==> src/rtl/ftpwm_cfg.svh <==
// Fast PWM timer: register indices, field positions, reset values, rates.
// Assumes a 40 MHz system clock; included by bare name from rtl/.
`ifndef FTPWM_CFG_SVH
`define FTPWM_CFG_SVH

// ------------------------------------------------------------------
// Register indices (byte address is four times the index)
// ------------------------------------------------------------------
`define FTPWM_IDX_CTRL 6'h30
`define FTPWM_IDX_GEN 6'h2c
`define FTPWM_IDX_MASK 6'h39
`define FTPWM_IDX_FLAG 6'h38
`define FTPWM_IDX_CNT 6'h2f
`define FTPWM_IDX_CMPA 6'h2e
`define FTPWM_IDX_CMPB 6'h2b
`define FTPWM_IDX_TOP 6'h2d
`define FTPWM_IDX_PLL 6'h27

// ------------------------------------------------------------------
// Field positions
// ------------------------------------------------------------------
`define FTPWM_CTRL_CTC 7
`define FTPWM_CTRL_PWM 6
`define FTPWM_GEN_PWM 6
`define FTPWM_GEN_FORCE_B 3
`define FTPWM_GEN_FORCE_A 2
`define FTPWM_GEN_PSR 1
`define FTPWM_FLAG_CMPA 6
`define FTPWM_FLAG_CMPB 5
`define FTPWM_FLAG_OVF 2
`define FTPWM_FLAG_BITS 8'h64
`define FTPWM_PLL_LOW 7
`define FTPWM_PLL_ACE 2
`define FTPWM_PLL_EN 1
`define FTPWM_PLL_LOCK 0

// ------------------------------------------------------------------
// Reset values and rates
// ------------------------------------------------------------------
`define FTPWM_RST_BYTE 8'h00
`define FTPWM_RST_TOP 8'hff
`define FTPWM_CNT_MAX 8'hff
`define FTPWM_PCK_MHZ 64
`define FTPWM_PCK_LOW_MHZ 32
`define FTPWM_SYS_MHZ 40

`endif

==> src/rtl/ftpwm_pkg.sv <==
// Fast PWM timer: shared types.
// Assumes nothing beyond a SystemVerilog compiler.
package ftpwm_pkg;
   typedef logic [7:0] ftpwm_byte_t;
   typedef logic [1:0] ftpwm_mode_t;
   typedef logic [3:0] ftpwm_sel_t;
   typedef logic [13:0] ftpwm_presc_t;
endpackage : ftpwm_pkg

==> src/rtl/ftpwm_timer.sv <==
// Fast PWM timer: 8-bit counter, 14-bit prescaler, two compares,
// two complementary output pairs, classic Wishbone register slave.
// Assumes one 40 MHz clock; the fast peripheral clock arrives as a pin
// and is sampled, so its edge rate must stay below half the system clock.
`include "ftpwm_cfg.svh"

module ftpwm_timer
   import ftpwm_pkg::*;
(
   input wire logic clock,
   input wire logic rst,
   input wire logic wb_cyc_i,
   input wire logic wb_stb_i,
   input wire logic wb_we_i,
   input wire logic [7:0] wb_adr_i,
   input wire logic [3:0] wb_sel_i,
   input wire logic [31:0] wb_dat_i,
   output logic [31:0] wb_dat_o,
   output logic wb_ack_o,
   input wire logic fast_peripheral_clock,
   input wire logic pll_lock_in,
   output logic output_a,
   output logic output_a_oe,
   output logic output_a_inv,
   output logic output_a_inv_oe,
   output logic output_b,
   output logic output_b_oe,
   output logic output_b_inv,
   output logic output_b_inv_oe,
   output logic timer_irq,
   output logic pll_enable,
   output logic low_speed_mode
);

   // ------------------------------------------------------------------
   // Prescaler tap decode
   // ------------------------------------------------------------------
   // Select 1 passes every base tick; select n waits for n-1 low ones
   function automatic logic presc_tap(input ftpwm_sel_t sel, input ftpwm_presc_t pc,
                                      input logic base);
      logic [14:0] m;
      m = (15'h0001 << (sel - 4'h1)) - 15'h0001;
      if (sel == 4'h0) begin
         return 1'b0;
      end
      return base && ((pc & m[13:0]) == m[13:0]);
   endfunction : presc_tap

   // ------------------------------------------------------------------
   // Register storage
   // ------------------------------------------------------------------
   ftpwm_byte_t timer_control_reg;
   logic [2:0] gen_bits;
   ftpwm_byte_t timer_mask_reg;
   ftpwm_byte_t timer_flag_reg;
   ftpwm_byte_t hold_a;
   ftpwm_byte_t hold_b;
   ftpwm_byte_t top_value;
   logic async_clock_enable;
   logic force_a;
   logic force_b;
   logic psr_pulse;

   // Bus decode
   logic req;
   logic wr;
   logic [5:0] idx;
   ftpwm_byte_t wdat;
   ftpwm_byte_t rd_byte;
   ftpwm_byte_t cnt_d1;
   ftpwm_byte_t cnt_d2;
   logic lock_s1;
   logic lock_s2;
   assign req = wb_cyc_i && wb_stb_i && !wb_ack_o;
   assign wr = req && wb_we_i && wb_sel_i[0];
   assign idx = wb_adr_i[7:2];
   assign wdat = wb_dat_i[7:0];

   // Read mux: control and compares straight from storage, counter delayed
   assign rd_byte =
      (idx == `FTPWM_IDX_CTRL) ? timer_control_reg :
      (idx == `FTPWM_IDX_GEN) ? {1'b0, gen_bits, 4'h0} :
      (idx == `FTPWM_IDX_MASK) ? timer_mask_reg :
      (idx == `FTPWM_IDX_FLAG) ? timer_flag_reg :
      (idx == `FTPWM_IDX_CNT) ? cnt_d2 :
      (idx == `FTPWM_IDX_CMPA) ? hold_a :
      (idx == `FTPWM_IDX_CMPB) ? hold_b :
      (idx == `FTPWM_IDX_TOP) ? top_value :
      (idx == `FTPWM_IDX_PLL) ? {low_speed_mode, 4'h0, async_clock_enable,
                                 pll_enable, lock_s2} :
      `FTPWM_RST_BYTE;

   // ------------------------------------------------------------------
   // Wishbone slave: one-cycle answer, unmapped reads return zero
   // ------------------------------------------------------------------
   always_ff @(posedge clock) begin
      if (rst) begin
         wb_ack_o <= 1'b0;
         wb_dat_o <= 32'h0000_0000;
      end else begin
         wb_ack_o <= req;
         wb_dat_o <= req ? {24'h00_0000, rd_byte} : 32'h0000_0000;
      end
   end

   // Software-written registers; strobe bits never store
   always_ff @(posedge clock) begin
      if (rst) begin
         timer_control_reg <= `FTPWM_RST_BYTE;
         gen_bits <= 3'h0;
         timer_mask_reg <= `FTPWM_RST_BYTE;
         top_value <= `FTPWM_RST_TOP;
         async_clock_enable <= 1'b0;
         pll_enable <= 1'b0;
         low_speed_mode <= 1'b0;
      end else if (wr) begin
         if (idx == `FTPWM_IDX_CTRL) timer_control_reg <= wdat;
         if (idx == `FTPWM_IDX_GEN) gen_bits <= wdat[6:4];
         if (idx == `FTPWM_IDX_MASK) timer_mask_reg <= wdat & `FTPWM_FLAG_BITS;
         if (idx == `FTPWM_IDX_TOP) top_value <= wdat;
         if (idx == `FTPWM_IDX_PLL) begin
            async_clock_enable <= wdat[`FTPWM_PLL_ACE];
            pll_enable <= wdat[`FTPWM_PLL_EN];
            low_speed_mode <= wdat[`FTPWM_PLL_LOW];
         end
      end
   end

   // Compare writes always land in holding; the active value follows later
   always_ff @(posedge clock) begin
      if (rst) begin
         hold_a <= `FTPWM_RST_BYTE;
         hold_b <= `FTPWM_RST_BYTE;
      end else begin
         if (wr && idx == `FTPWM_IDX_CMPA) hold_a <= wdat;
         if (wr && idx == `FTPWM_IDX_CMPB) hold_b <= wdat;
      end
   end

   // One-cycle strobes: force compare and prescaler reset
   logic wr_gen;
   assign wr_gen = wr && (idx == `FTPWM_IDX_GEN);
   always_ff @(posedge clock) begin
      if (rst) begin
         force_a <= 1'b0;
         force_b <= 1'b0;
         psr_pulse <= 1'b0;
      end else begin
         force_a <= wr_gen && wdat[`FTPWM_GEN_FORCE_A];
         force_b <= wr_gen && wdat[`FTPWM_GEN_FORCE_B];
         psr_pulse <= wr_gen && wdat[`FTPWM_GEN_PSR];
      end
   end

   // ------------------------------------------------------------------
   // Input synchronisation toward the counter logic
   // ------------------------------------------------------------------
   // Two stages mirror the real crossing so software sees the same latency
   localparam int CFG_W = 8 + 3 + 8 + 8 + 8 + 4;
   logic [CFG_W-1:0] cfg_now;
   logic [CFG_W-1:0] cfg_s1;
   logic [CFG_W-1:0] cfg_s2;
   assign cfg_now = {timer_control_reg, gen_bits, hold_a, hold_b, top_value,
                     async_clock_enable, force_a, force_b, psr_pulse};
   always_ff @(posedge clock) begin
      if (rst) begin
         cfg_s1 <= '0;
         cfg_s2 <= '0;
      end else begin
         cfg_s1 <= cfg_now;
         cfg_s2 <= cfg_s1;
      end
   end

   // Synchronised view of the configuration
   logic s_ctc;
   logic s_ace;
   logic s_psr;
   ftpwm_sel_t s_cs;
   ftpwm_byte_t s_top;
   logic [1:0] ch_pwm;
   logic [1:0] ch_force;
   ftpwm_mode_t ch_mode [2];
   ftpwm_byte_t ch_hold [2];
   assign s_ctc = cfg_s2[38];
   assign ch_pwm = {cfg_s2[30], cfg_s2[37]};
   assign ch_mode[0] = cfg_s2[36:35];
   assign s_cs = cfg_s2[34:31];
   assign ch_mode[1] = cfg_s2[29:28];
   assign ch_hold[0] = cfg_s2[27:20];
   assign ch_hold[1] = cfg_s2[19:12];
   assign s_top = cfg_s2[11:4];
   assign s_ace = cfg_s2[3];
   assign ch_force = {cfg_s2[1], cfg_s2[2]};
   assign s_psr = cfg_s2[0];

   // ------------------------------------------------------------------
   // Timebase and prescaler
   // ------------------------------------------------------------------
   // Fast clock pin: two stages, then an edge detect on the later stages
   logic fpc_s1;
   logic fpc_s2;
   logic fpc_s3;
   always_ff @(posedge clock) begin
      if (rst) begin
         fpc_s1 <= 1'b0;
         fpc_s2 <= 1'b0;
         fpc_s3 <= 1'b0;
         lock_s1 <= 1'b0;
         lock_s2 <= 1'b0;
      end else begin
         fpc_s1 <= fast_peripheral_clock;
         fpc_s2 <= fpc_s1;
         fpc_s3 <= fpc_s2;
         lock_s1 <= pll_lock_in;
         lock_s2 <= lock_s1;
      end
   end

   logic base_tick;
   logic tick;
   ftpwm_presc_t presc;
   assign base_tick = s_ace ? (fpc_s2 && !fpc_s3) : 1'b1;
   assign tick = presc_tap(s_cs, presc, base_tick) && !s_psr;

   always_ff @(posedge clock) begin
      if (rst || s_psr) begin
         presc <= '0;
      end else if (base_tick) begin
         presc <= presc + 14'h0001;
      end
   end

   // ------------------------------------------------------------------
   // Counter and compare events
   // ------------------------------------------------------------------
   ftpwm_byte_t cnt;
   ftpwm_byte_t next_cnt;
   ftpwm_byte_t ch_act [2];
   logic [1:0] ch_match;
   logic pwm_any;
   logic at_top;
   logic ovf_evt;
   assign pwm_any = |ch_pwm;
   assign at_top = (cnt == s_top);
   // PWM or clear-on-top restarts from zero after top, else free wrap
   assign next_cnt = ((s_ctc || pwm_any) && at_top) ? 8'h00 : cnt + 8'h01;
   assign ovf_evt = tick && ((cnt == `FTPWM_CNT_MAX) || (pwm_any && at_top));

   always_ff @(posedge clock) begin
      if (rst) begin
         cnt <= 8'h00;
      end else if (tick) begin
         cnt <= next_cnt;
      end
   end

   // Event delay, counter readback delay and flag register
   logic [2:0] evt_d1;
   logic [2:0] evt_d2;
   ftpwm_byte_t flag_set;
   ftpwm_byte_t flag_clr;
   assign flag_set = {1'b0, evt_d2[0], evt_d2[1], 2'b00, evt_d2[2], 2'b00};
   assign flag_clr = (wr && idx == `FTPWM_IDX_FLAG) ? (wdat & `FTPWM_FLAG_BITS) : 8'h00;
   always_ff @(posedge clock) begin
      if (rst) begin
         evt_d1 <= 3'h0;
         evt_d2 <= 3'h0;
         cnt_d1 <= 8'h00;
         cnt_d2 <= 8'h00;
         timer_flag_reg <= `FTPWM_RST_BYTE;
         timer_irq <= 1'b0;
      end else begin
         evt_d1 <= {ovf_evt, ch_match};
         evt_d2 <= evt_d1;
         cnt_d1 <= cnt;
         cnt_d2 <= cnt_d1;
         // Setting beats clearing so an event in the clear cycle survives
         timer_flag_reg <= (timer_flag_reg & ~flag_clr) | flag_set;
         timer_irq <= |(timer_flag_reg & timer_mask_reg);
      end
   end

   // ------------------------------------------------------------------
   // Output channels
   // ------------------------------------------------------------------
   logic [1:0] true_q;
   logic [1:0] inv_q;
   logic [1:0] oe_q;
   logic [1:0] inv_oe_q;

   for (genvar i = 0; i < 2; i++) begin : g_chan
      logic lvl;
      logic pwm_true;
      logic hit;
      logic norm_next;
      assign ch_match[i] = tick && (cnt == ch_act[i]);
      // Set at zero, cleared at match; mode 11 is the reverse polarity
      assign lvl = (ch_mode[i] == 2'b11) ? (cnt >= ch_act[i]) : (cnt < ch_act[i]);
      assign pwm_true = (ch_act[i] == 8'h00) ? (ch_mode[i] == 2'b11) :
                        (ch_act[i] == s_top) ? (ch_mode[i] != 2'b11) : lvl;
      // Forcing is ignored while the channel modulates
      assign hit = ch_match[i] || (ch_force[i] && !ch_pwm[i]);
      assign norm_next = (ch_mode[i] == 2'b01) ? !true_q[i] : ch_mode[i][0];

      // Active compare: latched at top in PWM, direct otherwise
      always_ff @(posedge clock) begin
         if (rst) begin
            ch_act[i] <= 8'h00;
         end else if (!ch_pwm[i]) begin
            ch_act[i] <= ch_hold[i];
         end else if (tick && at_top) begin
            ch_act[i] <= ch_hold[i];
         end
      end

      always_ff @(posedge clock) begin
         if (rst) begin
            true_q[i] <= 1'b0;
            inv_q[i] <= 1'b0;
            oe_q[i] <= 1'b0;
            inv_oe_q[i] <= 1'b0;
         end else if (ch_pwm[i]) begin
            true_q[i] <= pwm_true;
            inv_q[i] <= !pwm_true;
            oe_q[i] <= (ch_mode[i] != 2'b00);
            inv_oe_q[i] <= (ch_mode[i] == 2'b01);
         end else begin
            oe_q[i] <= (ch_mode[i] != 2'b00);
            inv_oe_q[i] <= 1'b0;
            if (hit && ch_mode[i] != 2'b00) true_q[i] <= norm_next;
         end
      end
   end

   assign output_a = true_q[0];
   assign output_a_oe = oe_q[0];
   assign output_a_inv = inv_q[0];
   assign output_a_inv_oe = inv_oe_q[0];
   assign output_b = true_q[1];
   assign output_b_oe = oe_q[1];
   assign output_b_inv = inv_q[1];
   assign output_b_inv_oe = inv_oe_q[1];
endmodule : ftpwm_timer

==> config.mk <==
export PLATFORM = sky130hd
export DESIGN_NAME = ftpwm_timer
export DESIGN_NICKNAME = d
export VERILOG_FILES = /design/src/rtl/ftpwm_pkg.sv /design/src/rtl/ftpwm_timer.sv
export VERILOG_INCLUDE_DIRS = /design/src /design/src/rtl
export SDC_FILE = /design/constraint.sdc
export NUM_CORES = 1
export LEC_CHECK = 0
export ABC_CLOCK_PERIOD_IN_PS = 3010
export BUFFER_PORTS_ARGS = -buffer_cell sky130_fd_sc_hd__buf_4
export CAP_MARGIN = 10
export CORE_AREA = 2 2 130 132
export DETAILED_ROUTE_END_ITERATION = 16
export DIE_AREA = 0 0 132 134
export HOLD_SLACK_MARGIN = 0.08
export PLACE_DENSITY = 0.75
export SLEW_MARGIN = 20
export SYNTH_ARGS = -nofsm -noshare
export SYNTH_HDL_FRONTEND = slang
export SYNTH_SLANG_ARGS = --single-unit
==> constraint.sdc <==
create_clock -name clock -period 3.01 [get_ports clock]
set_clock_uncertainty 0.05 [all_clocks]
set_input_delay 0 -clock clock [delete_from_list [all_inputs] [get_ports clock]]
set_output_delay 0 -clock clock [all_outputs]
set_load 0.01 [all_outputs]
==> results.yml <==
sta:
  final.setup.worst_slack_ns: 0.171
  holdWs_ns: 0.0637
  finalMaxSlewViolations: 0
  relSlewSlack: 0.506
  setup_viol: 0
  tightest_slew_ns: 0.737
  max_freq_ghz: 0.352
  finalHoldViolations: 0
  finalCriticalPeriod_ns: 2.84
  min_period_over_period: 0.943
worst_setup_path:
  path_max_fanout: 10
  crit_type: "in2reg"
  cp.arrival_ns: 3.21
  end_kind: "register"
  start_kind: "input pin"
  required_ns: 3.38
finish:
  reg_top3: "cfg_s1 (39), cfg_s2 (39), ch_act (16)"
  fin_cells: 1150
  fillCellCount: 1334
  drive_above_1_share: 0.115
  nets: 987
  register_area_um2: 4320
  num_antenna_cells: 0
  area_delta_synth_final_pct: 15.5
  multiInputGateArea_um2: 3820
  post-route-util: 0.603
floorplan:
  row_count: 47
  io_pins: 95
  core_area_um2: 16300
  die_h_um: 134
  die_x_um: 132
  start_util: 0.522
  dieArea_um2: 17700
synth:
  ys_types: 70
  syn_area_um2: 8510
  synthTopCellsByCount: "192 x dfxtp_1, 112 x nor2b_1, 80 x nor2_1, 46 x nand2_1, 39 x mux2i_1"
  syn_inst: 861
  ys_seq_elements: 208
  synth_area_per_cell_um2: 9.88
  yosysWarningCount: 0
  yosys-top-cells-area: "dfxtp_1 45%, nor2b_1 8.2%, edfxtp_1 5.6%, mux2i_1 4.6%, nor2_1 3.5%"
  async_flop_share: 0
  synth-main-ff-cell: "dfxtp_1"
  synth-edff-count: 16
  netlist.area_leader.share: 0.452
  synth_most_common_cell: "dfxtp_1"
  yosysTopAreaCell: "dfxtp_1"
  ys_seq_area_frac: 0.508
grt:
  grt_usage: 0.207
  grt_pass1_vias: 5685
  grt_pass1_wl_mm: 29.8
  grt_start_max_net_pins: 142
  grt_overflow: 0
  antenna_found_initial: 0
cts:
  numCtsBuffers: 21
  clock-root-buffer: "clkbuf_16"
  htreeDepth: 1
  post_cts_buffers: 0
  clk_pin_slew_ns: 0.06
  cts_tree: "yes"
  cts_buffer_depth: 3
  clk_latency_ns: 0.48
  clock_sinks: 208
placed_design:
  pre_cts_ws_ns: 0.270
  place.port_buffers: 41
  place_inst: 1090
  hpwl_mm: 12.6
  place_congestion: 0.909
power:
  p_int_mw: 4.37
  p_leak_nw: 3.94
  p_comb_frac: 0.035
  powerDensity_nw_per_um2: 560
  fin_total_pwr_mw: 5.50
  ir_worst_vdd_mv: 0.439
  p_switching_mw: 1.13
  seq_power_share: 0.512
  p_sw_frac: 0.206
  clkPwrFrac: 0.453
detailed_routing:
  remaining_drc_errors: 0
  dr.pass1.iters: 8
  wl_per_cell_um: 16.1
  dr_total_vias: 6194
  drtIter0Drc: 386
  drt-vias-per-instance: 5.39
  wl_mm: 18.5
  ant_nets: 0
run_status:
  outcome: "complete, no violations"
worst_hold_path:
  hold_path_class: "in2reg"
job:
  cap_violations: 0
routing by layer:
layer | global-route usage | part of all wire | vias to the layer above
met1 | 0.287 | 0.46 | 2866
met3 | 0.0291 | 0.057 | 63
met4 | 0.0906 | 0.042 | 0
met2 | 0.326 | 0.44 | 241
li1 | - | - | 3024
met5 | 0 | 0 | -
worst paths after layout:
check	start	to	slack, ns	cells past startpoint
max	wb_stb_i	timer_mask_reg[6]	0.17	11
min reg2reg	fpc_s2	fpc_s3	0.38	2
min	wb_sel_i[0]	timer_mask_reg[5]	0.06	5
max reg2reg	cfg_s2[32]	cnt[4]	0.22	11
cell type report:
cell class,count,area share
inverter,25,0.00955
sequential,208,0.440
clock inverter,5,0.00547
tap,220,0.0280
timing repair buffer,76,0.0654
clock buffer,31,0.0624
multi-input combinational,585,0.389
cells by family (layout without fill, tap and decap cells):
logic type,count (synthesis),after routing,share of synthesized area
flip-flops,208,208,0.508
buffers and inverters,91,137,0.0547
adder cells (fa/ha/maj),19,19,0.0279
multiplexers,44,44,0.0525
other,1,24,0.000441
AO/OA/AOI/OAI,113,113,0.0911
AND/OR/NAND/NOR,347,347,0.226
XOR/XNOR,38,38,0.0391
worst max-delay path, stage by stage:
cell and delay (ns):
dlygate4sd3_1 0.53, buf_4 0.10, nand2_1 0.04, dlygate4sd3_1 0.54, nor2_1 0.19, nand3_2 0.23, nor2_1 0.26, nand2_1 0.08
dlygate4sd3_1 0.56, a21oi_1 0.12, dlygate4sd3_1 0.56
per-stage QoR:
stage               TNS (ns)  instance area [um2]
finish                     0                 9830
global route        -0.00417                 9830
CTS                        0                 9810
detailed placement         0                 8910
global placement           0                 8910
floorplan                  0                 8600
placed cells by master (no fill, tap or decap), drive strengths merged, types with 20 or more instances in the layout:
cell type,instances
xnor2,20
o21ai,23
conb,24
dlygate4sd3,24
buf,52
inv,25
nor3b,20
nor2b,112
nand2,47
nor2,80
mux2i,39
clkbuf,31
a21oi,30
dfxtp,192
what timing repair did:
item / 4_1_cts / 5_1_grt
setup endpoints to repair: 0 / 2
endpoints found under the hold margin: 82 / 1
gates resized for setup: 0 / 2
hold buffers: 23 / 1
power by group through the flow:
| stage | combinational [mW] | clock (mW) | sequential [mW] |
|---|---|---|---|
| 2_1_floorplan | 0.135 | 0 | 2.87 |
| 3_3_place_gp | 0.168 | 0 | 2.88 |
| 3_5_place_dp | 0.171 | 0 | 2.88 |
| 4_1_cts | 0.190 | 2.54 | 2.82 |
| 5_1_grt | 0.211 | 2.66 | 2.82 |
| 6_report | 0.194 | 2.49 | 2.82 |
Note: power is estimated with default switching activity, not from simulation.
